File: src/verilog/iec_map.svh
`ifndef IEC_MAP_SVH
`define IEC_MAP_SVH

// ----------------------------------------
// Register word indices (byte address = index * 4)
// ----------------------------------------
`define IEC_IDX_CTRL 4'h0
`define IEC_IDX_EN0 4'h1
`define IEC_IDX_FLG0 4'h6
`define IEC_IDX_STAT 4'hb
`define IEC_GROUPS 5

// ----------------------------------------
// Control register fields and reset
// ----------------------------------------
`define IEC_GIE_BIT 7
`define IEC_PERIPHERAL_GROUP_ENABLE_BIT 6
`define IEC_EDGE_BIT 0
`define IEC_CTRL_RESET 8'h01

// ----------------------------------------
// Implemented enable bits, group 4 down to group 0
// ----------------------------------------
`define IEC_IMPL_MASK {8'h03, 8'hff, 8'h43, 8'hc1, 8'h31}
`define IEC_EXT_BIT 0
`define IEC_VECTOR 16'h0004

`endif

File: src/verilog/iec_pkg.sv
package iec_pkg;

	// Five enable or flag registers, one byte each
	typedef logic [4:0][7:0] iec_bank_t;

	// Whole state of the top module
	typedef struct packed {
		logic global_irq_enable;
		logic peripheral_group_enable;
		logic edge_sel;
		iec_bank_t en;
		logic [7:0] rdata;
		logic rdy;
		logic err;
		logic irq;
		logic vload;
		logic [15:0] vaddr;
	} iec_state_t;

	// Whole state of the pending flag bank
	typedef struct packed {
		iec_bank_t flags;
		logic pin_prev;
		logic armed;
	} iec_flag_state_t;

endpackage : iec_pkg

File: src/verilog/iec_flag_if.sv
`timescale 1ns/1ps
interface iec_flag_if;
	import iec_pkg::*;
	iec_bank_t flags;
	iec_bank_t clr;
	logic edge_sel;

	modport bank_mp (output flags, input clr, input edge_sel);
	modport ctl_mp (input flags, output clr, output edge_sel);
endinterface : iec_flag_if

File: src/verilog/iec_flag_bank.sv
`timescale 1ns/1ps
`include "iec_map.svh"
module iec_flag_bank
	import iec_pkg::*;
(
	input wire logic mclk,
	input wire logic rst,
	input wire iec_bank_t src_event,
	input wire logic ext_pin,
	iec_flag_if.bank_mp fb
);

	iec_flag_state_t s_reg;
	iec_flag_state_t s_next;
	iec_bank_t set_v;
	logic ext_edge;
	localparam iec_bank_t IMPL = `IEC_IMPL_MASK;
	// Event-driven bits only; the pin flag has its own check
	localparam iec_bank_t EVT = IMPL & 40'hff_ffff_fffe;

	// ----------------------------------------
	// Edge detect on the external pin
	// ----------------------------------------
	// Armed only after one sample, so a pin high at reset is no edge
	assign ext_edge = s_reg.armed && (fb.edge_sel ? (ext_pin && !s_reg.pin_prev)
		: (!ext_pin && s_reg.pin_prev));

	// ----------------------------------------
	// Set terms per group
	// ----------------------------------------
	genvar g;
	for (g = 0; g < `IEC_GROUPS; g++)
	begin : g_grp
		if (g == 0)
		begin : g_core
			// Pin flag comes from the edge detector, not the event input
			assign set_v[g] = (src_event[g] & IMPL[g] & ~8'h01) | {7'h00, ext_edge};
		end
		else
		begin : g_per
			assign set_v[g] = src_event[g] & IMPL[g];
		end
	end

	// Next state: set wins over a clear in the same cycle
	always_comb
	begin
		s_next = s_reg;
		s_next.flags = (s_reg.flags & ~fb.clr) | set_v;
		s_next.pin_prev = ext_pin;
		s_next.armed = 1'b1;
	end

	// State register
	always_ff @(posedge mclk)
	begin
		if (rst)
			s_reg <= '0;
		else
			s_reg <= s_next;
	end

	assign fb.flags = s_reg.flags;
endmodule : iec_flag_bank

File: src/verilog/iec_top.sv
`timescale 1ns/1ps
`include "iec_map.svh"
module iec_top
	import iec_pkg::*;
(
	input wire logic mclk,
	input wire logic rst,
	input wire logic psel,
	input wire logic penable,
	input wire logic pwrite,
	input wire logic [11:0] paddr,
	input wire logic [31:0] pwdata,
	input wire logic [3:0] pstrb,
	output logic [31:0] prdata,
	output logic pready,
	output logic pslverr,
	input wire iec_bank_t src_event,
	input wire logic ext_pin,
	input wire logic core_ack,
	input wire logic return_from_handler,
	output logic irq_request,
	output logic vector_load,
	output logic [15:0] vector_addr
);

	localparam iec_bank_t IMPL = `IEC_IMPL_MASK;
	localparam logic [7:0] CTRL_RST = `IEC_CTRL_RESET;

	iec_state_t s_reg;
	iec_state_t s_next;
	iec_flag_if fif ();
	iec_bank_t clr_v;
	logic [3:0] idx;
	logic hit;
	logic setup;
	logic access;
	logic wr_ok;
	logic accept;
	logic core_pend;
	logic per_pend;

	// ----------------------------------------
	// Pending flag bank
	// ----------------------------------------
	iec_flag_bank u_flags (
		.mclk(mclk),
		.rst(rst),
		.src_event(src_event),
		.ext_pin(ext_pin),
		.fb(fif.bank_mp)
	);

	assign fif.edge_sel = s_reg.edge_sel;
	assign fif.clr = clr_v;

	// ----------------------------------------
	// APB decode
	// ----------------------------------------
	// Word aligned, twelve live words; everything else answers with an error
	assign idx = paddr[5:2];
	assign hit = (paddr[11:6] == 6'h00) && (paddr[1:0] == 2'b00) && (idx <= `IEC_IDX_STAT);
	assign setup = psel && !penable;
	assign access = psel && penable && s_reg.rdy;
	assign wr_ok = access && pwrite && hit && pstrb[0];
	assign accept = s_reg.irq && core_ack;

	// Flag clear is write-one-to-clear on the flag words
	always_comb
	begin
		clr_v = '0;
		for (int g = 0; g < `IEC_GROUPS; g++)
		begin
			if (wr_ok && (idx == (`IEC_IDX_FLG0 + 4'(g))))
				clr_v[g] = pwdata[7:0] & IMPL[g];
		end
	end

	// ----------------------------------------
	// Next state
	// ----------------------------------------
	always_comb
	begin
		s_next = s_reg;
		s_next.rdy = 1'b0;
		s_next.vload = 1'b0;
		s_next.err = 1'b0;
		// Setup cycle: latch read data and the answer for the access phase
		if (setup)
		begin
			s_next.rdy = 1'b1;
			s_next.err = !hit;
			s_next.rdata = 8'h00;
			if (idx == `IEC_IDX_CTRL)
			begin
				s_next.rdata[`IEC_GIE_BIT] = s_reg.global_irq_enable;
				s_next.rdata[`IEC_PERIPHERAL_GROUP_ENABLE_BIT] = s_reg.peripheral_group_enable;
				s_next.rdata[`IEC_EDGE_BIT] = s_reg.edge_sel;
			end
			else if (idx == `IEC_IDX_STAT)
				s_next.rdata = {7'h00, s_reg.irq};
			for (int g = 0; g < `IEC_GROUPS; g++)
			begin
				if (idx == (`IEC_IDX_EN0 + 4'(g)))
					s_next.rdata = s_reg.en[g];
				if (idx == (`IEC_IDX_FLG0 + 4'(g)))
					s_next.rdata = fif.flags[g];
			end
			// Unmapped or misaligned reads return zero
			if (!hit)
				s_next.rdata = 8'h00;
		end
		// Access phase write; unimplemented bits are dropped by the masks
		if (wr_ok && (idx == `IEC_IDX_CTRL))
		begin
			s_next.global_irq_enable = pwdata[`IEC_GIE_BIT];
			s_next.peripheral_group_enable = pwdata[`IEC_PERIPHERAL_GROUP_ENABLE_BIT];
			s_next.edge_sel = pwdata[`IEC_EDGE_BIT];
		end
		for (int g = 0; g < `IEC_GROUPS; g++)
		begin
			if (wr_ok && (idx == (`IEC_IDX_EN0 + 4'(g))))
				s_next.en[g] = pwdata[7:0] & IMPL[g];
		end
		// Handler return re-enables; an accept in the same cycle wins
		if (return_from_handler)
			s_next.global_irq_enable = 1'b1;
		if (accept)
		begin
			s_next.global_irq_enable = 1'b0;
			s_next.vload = 1'b1;
			s_next.vaddr = `IEC_VECTOR;
		end
		// Request follows the new global enable, so it drops with the accept
		s_next.irq = s_next.global_irq_enable && (|(fif.flags[0] & s_next.en[0])
			|| (s_next.peripheral_group_enable && |(fif.flags[4:1] & s_next.en[4:1])));
	end

	// Pending terms against the enables about to take effect
	assign core_pend = |(fif.flags[0] & s_next.en[0]);
	assign per_pend = |(fif.flags[4:1] & s_next.en[4:1]);

	// ----------------------------------------
	// State register
	// ----------------------------------------
	always_ff @(posedge mclk)
	begin
		if (rst)
		begin
			s_reg <= '0;
			s_reg.edge_sel <= CTRL_RST[`IEC_EDGE_BIT];
		end
		else
			s_reg <= s_next;
	end

	assign prdata = {24'h000000, s_reg.rdata};
	assign pready = s_reg.rdy;
	assign pslverr = s_reg.err;
	assign irq_request = s_reg.irq;
	assign vector_load = s_reg.vload;
	assign vector_addr = s_reg.vaddr;
endmodule : iec_top

File: config.mk
export PLATFORM = sky130hd
export DESIGN_NAME = iec_top
export DESIGN_NICKNAME = d
export VERILOG_FILES = /design/src/verilog/iec_pkg.sv /design/src/verilog/iec_flag_if.sv /design/src/verilog/iec_flag_bank.sv /design/src/verilog/iec_top.sv
export VERILOG_INCLUDE_DIRS = /design/src /design/src/verilog
export SDC_FILE = /design/constraint.sdc
export NUM_CORES = 1
export LEC_CHECK = 0
export BUFFER_PORTS_ARGS = -buffer_cell sky130_fd_sc_hd__buf_2
export CORE_UTILIZATION = 47
export DETAILED_ROUTE_END_ITERATION = 6
export PLACE_DENSITY = 0.81
export SLEW_MARGIN = 20
export SYNTH_ARGS = -nofsm -noshare
export SYNTH_HDL_FRONTEND = slang
export SYNTH_SLANG_ARGS = --single-unit
File: constraint.sdc
create_clock -name mclk -period 2.7 [get_ports mclk]
set_clock_uncertainty 0.1 [all_clocks]
set_input_delay 0.135 -clock mclk [delete_from_list [all_inputs] [get_ports mclk]]
set_output_delay 0.135 -clock mclk [all_outputs]
set_load 0.005 [all_outputs]
== Word-level counts from Yosys, hierarchy flattened ==
Cells that the tools add are included.
Cells by class
  add/sub/neg operators: 0
  multipliers: 0
  divide/modulo/power cells: 0
  order comparisons: 1
  equality and inequality tests: 11
  shifts and indexed selects: 0
  muxes and demuxes: 32
  bitwise operators: 7
  reduce and logical (&&, ||, !) cells: 36
Operators with widths (count)
  8-bit 2-to-1 mux: 18
  40-bit AND: 1
  34-bit inverter with 40-bit output: 1
  40-bit by 34-bit bitwise OR with 40-bit output: 1
  32-bit AND: 1
  32-bit OR reduction: 1
  1-bit logical AND: 25
  17-bit 2-to-1 mux: 1
  4-bit by 3-bit equality test with 1-bit output (second input constant): 4
  4-bit equality test (second input constant): 4
  8-bit AND: 1
  4-bit by 2-bit equality test with 1-bit output (second input constant): 2
  8-bit OR reduction: 1
  7-bit 2-to-1 mux: 1
  6-bit logical NOT: 1
  1-bit 2-to-1 mux: 6
  2-bit 2-to-1 mux: 3
  6-bit 2-to-1 mux: 1
  6-bit by 1-bit bitwise OR with 6-bit output: 1
  5-bit 2-to-1 mux: 1
  4-bit by 1-bit equality test with 1-bit output (second input constant): 1
  4-bit less-or-equal comparator (second input constant): 1
  1-bit logical NOT: 4
  4-bit logical NOT: 1
  5 further kinds: 5
Word-level totals
  bits in registers: 98
  bits in latches: 0
  bits in writable memories: 0
  ROM bits: 0
  input bits: 96
  output and inout port bits: 52
  word-level logic and storage cells: 108
  memories kept: 0

== Depth between registers and ports, before layout ==
  depth after elaboration: 14
  gate-level depth with buffers: 9
  mapped depth without buffers: 8

== Hierarchy ==
Synthesis repeated with hierarchy kept, for this count alone.
Unflattened totals
  cell total of the unflattened synthesis: 572
  area, all modules: 5129.9 µm²
Modules (own cells, without submodules)
  iec_top: times used 1, cells each 424, area each 3519.6 µm²
  iec_flag_bank: times used 1, cells each 148, area each 1610.3 µm²

== Least setup slack after synthesis ==
No wires, ideal clock.
  kind: register to register
  start point: register s_reg (netlist bit pready)
  end point: register s_reg (netlist bit irq_request)
  arrival time: 1.850 ns
  data required time: 2.477 ns
  setup slack: 0.627 ns
  cell stages (with the launch flop): 10
  period minus slack after synthesis: 2.073 ns
  path through: dfxtp_1 -> and2_2 -> and4_1 -> buf_6 -> nand3_1 -> mux2_2 -> a22oi_1 -> nand3_1 -> o31ai_1 -> a21boi_1
Between the ends
  longest elaborated chain between the ends: 11
  elaborated cells on any way between the ends: 25
  those cells by class: mux: 8; bitwise: 2; reduce/logical: 15
RTL lines
  start: declaration: line iec_top.sv:29  | iec_state_t s_reg;
  start signal: assignment: line iec_top.sv:153  | s_reg <= s_next;
  1-bit logical AND (*): line iec_top.sv:63  | assign access = psel && penable && s_reg.rdy;
  1-bit logical AND (*) (3 in a row): line iec_top.sv:64  | assign wr_ok = access && pwrite && hit && pstrb[0];
  1-bit logical AND: line iec_top.sv:121  | if (wr_ok && (idx == (`IEC_IDX_EN0 + 4'(g))))
  8-bit 2-to-1 mux: line iec_top.sv:121
  32-bit AND
  32-bit OR reduction
  1-bit logical AND: line iec_top.sv:135  | || (s_next.peripheral_group_enable && |(fif.flags[4:1] & s_next.en[4:1])));
  1-bit logical OR: line iec_top.sv:135
  1-bit logical AND (*): line iec_top.sv:134  | s_next.irq = s_next.global_irq_enable && (|(fif.flags[0] & s_next.en[0])
Every way passes the cells marked *; elsewhere a longest branch is shown, timed or not.
A chain may end at the register's enable or synchronous reset.

== Worst setup path after layout ==
Same ends and word-level chain as after synthesis.

==> impl_summary.txt <==
----------------------------------------------------
[Synthesis]
  Fraction of post-synthesis cell area in the top cell type by area ... 0.364
  Cell type with the largest total area after synthesis ... sky130_fd_sc_hd__dfxtp_1
  Number of flip-flops and latches in the synthesized netlist ... 56
  Main combinational cell family by area after synthesis ... simple AND/OR/NAND/NOR gates
  Multiplexer share of the synthesized area ... 0.0890
  Area share of xor/xnor cells in the synthesized design ... 0
  Mapped Avg Cell Area ... 8.30 um2
  Cell types occupying the most area after synthesis ... sky130_fd_sc_hd__dfxtp_1 36%, sky130_fd_sc_hd__buf_4 12%, sky130_fd_sc_hd__nor2_1 6.6%, sky130_fd_sc_hd__mux2i_1 5.9%, sky130_fd_sc_hd__a22oi_1 4.6%
  Share of synthesized cell area in full adder, half adder and majority cells ... 0
  Post-synthesis simple-gate area fraction ... 0.207
  Number of library cell types mapped by synthesis ... 52
  Netlist Area Pre-Place ... 3080 um2
  Sequential-to-total area share from yosys stat ... 0.364
  Cells after synthesis ... 371
  Top flip-flop cell by instance count after synthesis ... sky130_fd_sc_hd__dfxtp_1
  Yosys Warn Count ... 0
  Number of enable flip-flop cells after synthesis ... 0
  Share of async-settable or async-resettable flops after synthesis ... 0
  Synth Area in Compound Gates ... 0.171

[Final layout]
  Largest register FFs ... 21
  Fin nets ... 534
  Final design area excluding fillers ... 3510 um2
  Fraction of final layout cells with drive strength greater than 1 ... 0.205
  Post-layout util ... 0.552
  P&R area growth vs syn ... 13.9%
  Antenna Diode Count ... 0

[Detailed routing]
  Via count ... 2755
  Post-DR wirelength/cell ... 14.0 um
  WL final ... 7.23 mm
  Final routed DRC violation total ... 0
  Antenna violation net count after detailed routing ... 0
  Total iterations of the first detailed-routing run ... 6
  Average vias per placed instance ... 5.35
  Initial detailed-routing violation count ... 177

[Worst setup path]
  Slowest library cell on the worst path ... sky130_fd_sc_hd__and4_1
  Critical path start-end classification ... reg -> reg
  WP buf/inv ... 0
  Critical Path Fanout Max ... 6
  Cells along the critical path ... and2_2 > and4_1 > nand3_1 > mux2_2 > a2bb2oi_1 > o221ai_1 > o31ai_1 > a21boi_1
  Req. time, crit path ... 2790 ps
  Category of the worst setup path launch point ... register
  Kind of end point of the critical path ... register
  Data arrival time of the critical path ... 2550 ps
  CP delay by family, top ... simple AND/OR/NAND/NOR gates
  Slowest stage delay, CP ... 390 ps

[Run]
  Max-cap violation count ... 0

[CTS]
  Clock tree root buffer cell ... sky130_fd_sc_hd__clkbuf_8
  Clk slew on worst S/H paths ... 110 ps
  Hold buffer count at CTS ... 23
  PostCTS Resize Cnt ... 0
  Post-CTS setup buffer count ... 0
  Clock network latency to the later pin of the worst-skew pair ... 320 ps
  Clock Tree Buf Depth ... 2
  Sinks on the clock net ... 56
  Clock tree from TritonCTS ... done
  Total number of H-tree levels ... 2
  Inserted Clock Buffers ... 5

[GRT]
  Tot GR Track Use ... 0.215
  Initial antenna violation count ... 0
  Global-route wire length before repair ... 12.0 mm
  Total congestion overflow after global routing ... 0
  Maximum number of pins on one net before global-route repair ... 46
  Vias in the first global route ... 2542

[Floorplan]
  Width of the die ... 82.9 um
  Site row count ... 29
  Die area ... 6880 um2
  Starting density of the core ... 0.485
  Std-Cell Core Area ... 6350 um2
  Io pins ... 148
  Die height ... 82.9 um

[Timing]
  Setup violation total in the final timing report ... 0
  Final worst path period share ... 0.911
  Aggregate negative setup slack ... 0 ps
  Worst Max-Slew Pin Slew ... 587 ps
  Maximum achievable frequency ... 407 MHz
  Final Hold Vio Count ... 0
  Unrepaired setup endpoints after global routing ... no
  Final Max Slew Viols ... 0
  Worst-case headroom to the max-slew limit ... 0.608
  Time the worst path needs with I/O delays and setup ... 2460 ps

[Place]
  Detailed-placement wirelength estimate ... 5.17 mm
  Total of buffers placed on input and output ports ... 59
  DP Area ... 3200 um2
  Final GP Congestion ... 0.911

[Hold path]
  Type of the worst min-delay path ... in -> reg

[Power]
  Lkg Pwr ... 1.58 nW
  Max VDD drop ... 0.000261 V
  Tot Pwr ... 0.00152 W
  PwrDens ... 433 nW/um2

[Outcome]
  Result of the run ... finished, final reports clean

----------------------------------------------------
-- cell families (layout without fill, tap and decap cells) --
family,count (synthesis),after routing
and+or+nand+nor,131,131
buffers and inverters,80,109
AOI/OAI and AO/OA,77,77
DFF,56,56
muxes,26,26
other,1,39
-- cells in the mapped netlist (2+ instances only) --
cell type,n
sky130_fd_sc_hd__o22ai_1,7
sky130_fd_sc_hd__a31oi_1,2
sky130_fd_sc_hd__nor3_1,5
sky130_fd_sc_hd__buf_6,2
sky130_fd_sc_hd__dfxtp_1,56
sky130_fd_sc_hd__nand3_1,4
sky130_fd_sc_hd__nand2b_1,5
sky130_fd_sc_hd__mux2i_1,18
sky130_fd_sc_hd__nor2_1,54
sky130_fd_sc_hd__and2_2,2
sky130_fd_sc_hd__a221oi_1,2
sky130_fd_sc_hd__clkbuf_8,2
sky130_fd_sc_hd__nand2_1,35
sky130_fd_sc_hd__and2_1,8
sky130_fd_sc_hd__mux2_2,7
sky130_fd_sc_hd__a21oi_1,25
sky130_fd_sc_hd__clkbuf_1,12
sky130_fd_sc_hd__o31ai_1,2
sky130_fd_sc_hd__buf_4,48
sky130_fd_sc_hd__a22o_1,2
sky130_fd_sc_hd__a22oi_1,19
sky130_fd_sc_hd__nor2b_1,4
sky130_fd_sc_hd__o221ai_1,4
sky130_fd_sc_hd__inv_1,14
sky130_fd_sc_hd__o21ai_0,2
sky130_fd_sc_hd__a32oi_1,3
sky130_fd_sc_hd__buf_1,2
-- through the flow --
step	hold slack (ps)	worst slack, ps	std cells
after floorplan	152	627	409
after global placement	240	201	485
after detailed placement	249	185	485
after CTS	54.2	284	515
after global routing	81.2	114	515
final	60.2	241	515
-- layout by cell type (no fill, tap or decap), types with 2 or more instances in the layout --
master and count:
sky130_fd_sc_hd__dfxtp_1 56, sky130_fd_sc_hd__conb_1 39, sky130_fd_sc_hd__nand3_1 4, sky130_fd_sc_hd__o31ai_1 2, sky130_fd_sc_hd__nor3_1 5, sky130_fd_sc_hd__a22oi_1 19
sky130_fd_sc_hd__a21oi_1 25, sky130_fd_sc_hd__dlygate4sd3_1 23, sky130_fd_sc_hd__mux2_2 7, sky130_fd_sc_hd__nand2_1 35, sky130_fd_sc_hd__inv_1 14, sky130_fd_sc_hd__mux2i_1 18
sky130_fd_sc_hd__a32oi_1 3, sky130_fd_sc_hd__and2_2 2, sky130_fd_sc_hd__a221oi_1 2, sky130_fd_sc_hd__o22ai_1 7, sky130_fd_sc_hd__buf_2 59, sky130_fd_sc_hd__nand2b_1 5
sky130_fd_sc_hd__a22o_1 2, sky130_fd_sc_hd__nor2b_1 4, sky130_fd_sc_hd__buf_4 6, sky130_fd_sc_hd__o221ai_1 4, sky130_fd_sc_hd__and2_1 8, sky130_fd_sc_hd__clkbuf_8 5
sky130_fd_sc_hd__nor2_1 54, sky130_fd_sc_hd__o21ai_0 2, sky130_fd_sc_hd__a31oi_1 2
-- metal layers --
layer,vias to the layer above,track usage,part of all wire,wire length [um]
li1,1323,-,-,-
met1,1292,0.281,0.45,3220
met2,125,0.358,0.48,3430
met3,15,0.0398,0.061,440
met4,0,0.0737,0.018,131
met5,-,0,0,0
-- final timing paths --
kind	cells past startpoint	slack [ps]	start	end
worst max-delay path	8	240	pready	irq_request
worst min-delay path	3	60	pwdata[4]	s_reg[56]
worst max register to register	8	240	pready	irq_request
worst min register to register	2	360	prdata[0]	prdata[0]
-- tightest hold or removal path, cell delays in order --
cell                      delay, ps
sky130_fd_sc_hd__buf_2          140
sky130_fd_sc_hd__mux2i_1         80
sky130_fd_sc_hd__nor2_1          80
-- area by class of cell --
type,instances,area (um2)
Clock buffer,5,68.8
Clock inverter,2,12.5
Fill cell,604,2840
Inverter,14,52.6
Multi-Input combinational cell,273,1590
Sequential cell,56,1120
Tap cell,77,96.3
Timing Repair Buffer,88,571
-- power by group --
part,leakage (nW),internal (W),switching (W)
Clock,0.0400,0.000177,0.000272
Sequential,0.458,0.000850,0.0000214
Combinational,1.09,0.0000869,0.000110
Total,1.58,0.00111,0.000404
No activity file was read; power rests on OpenSTA's default activity.
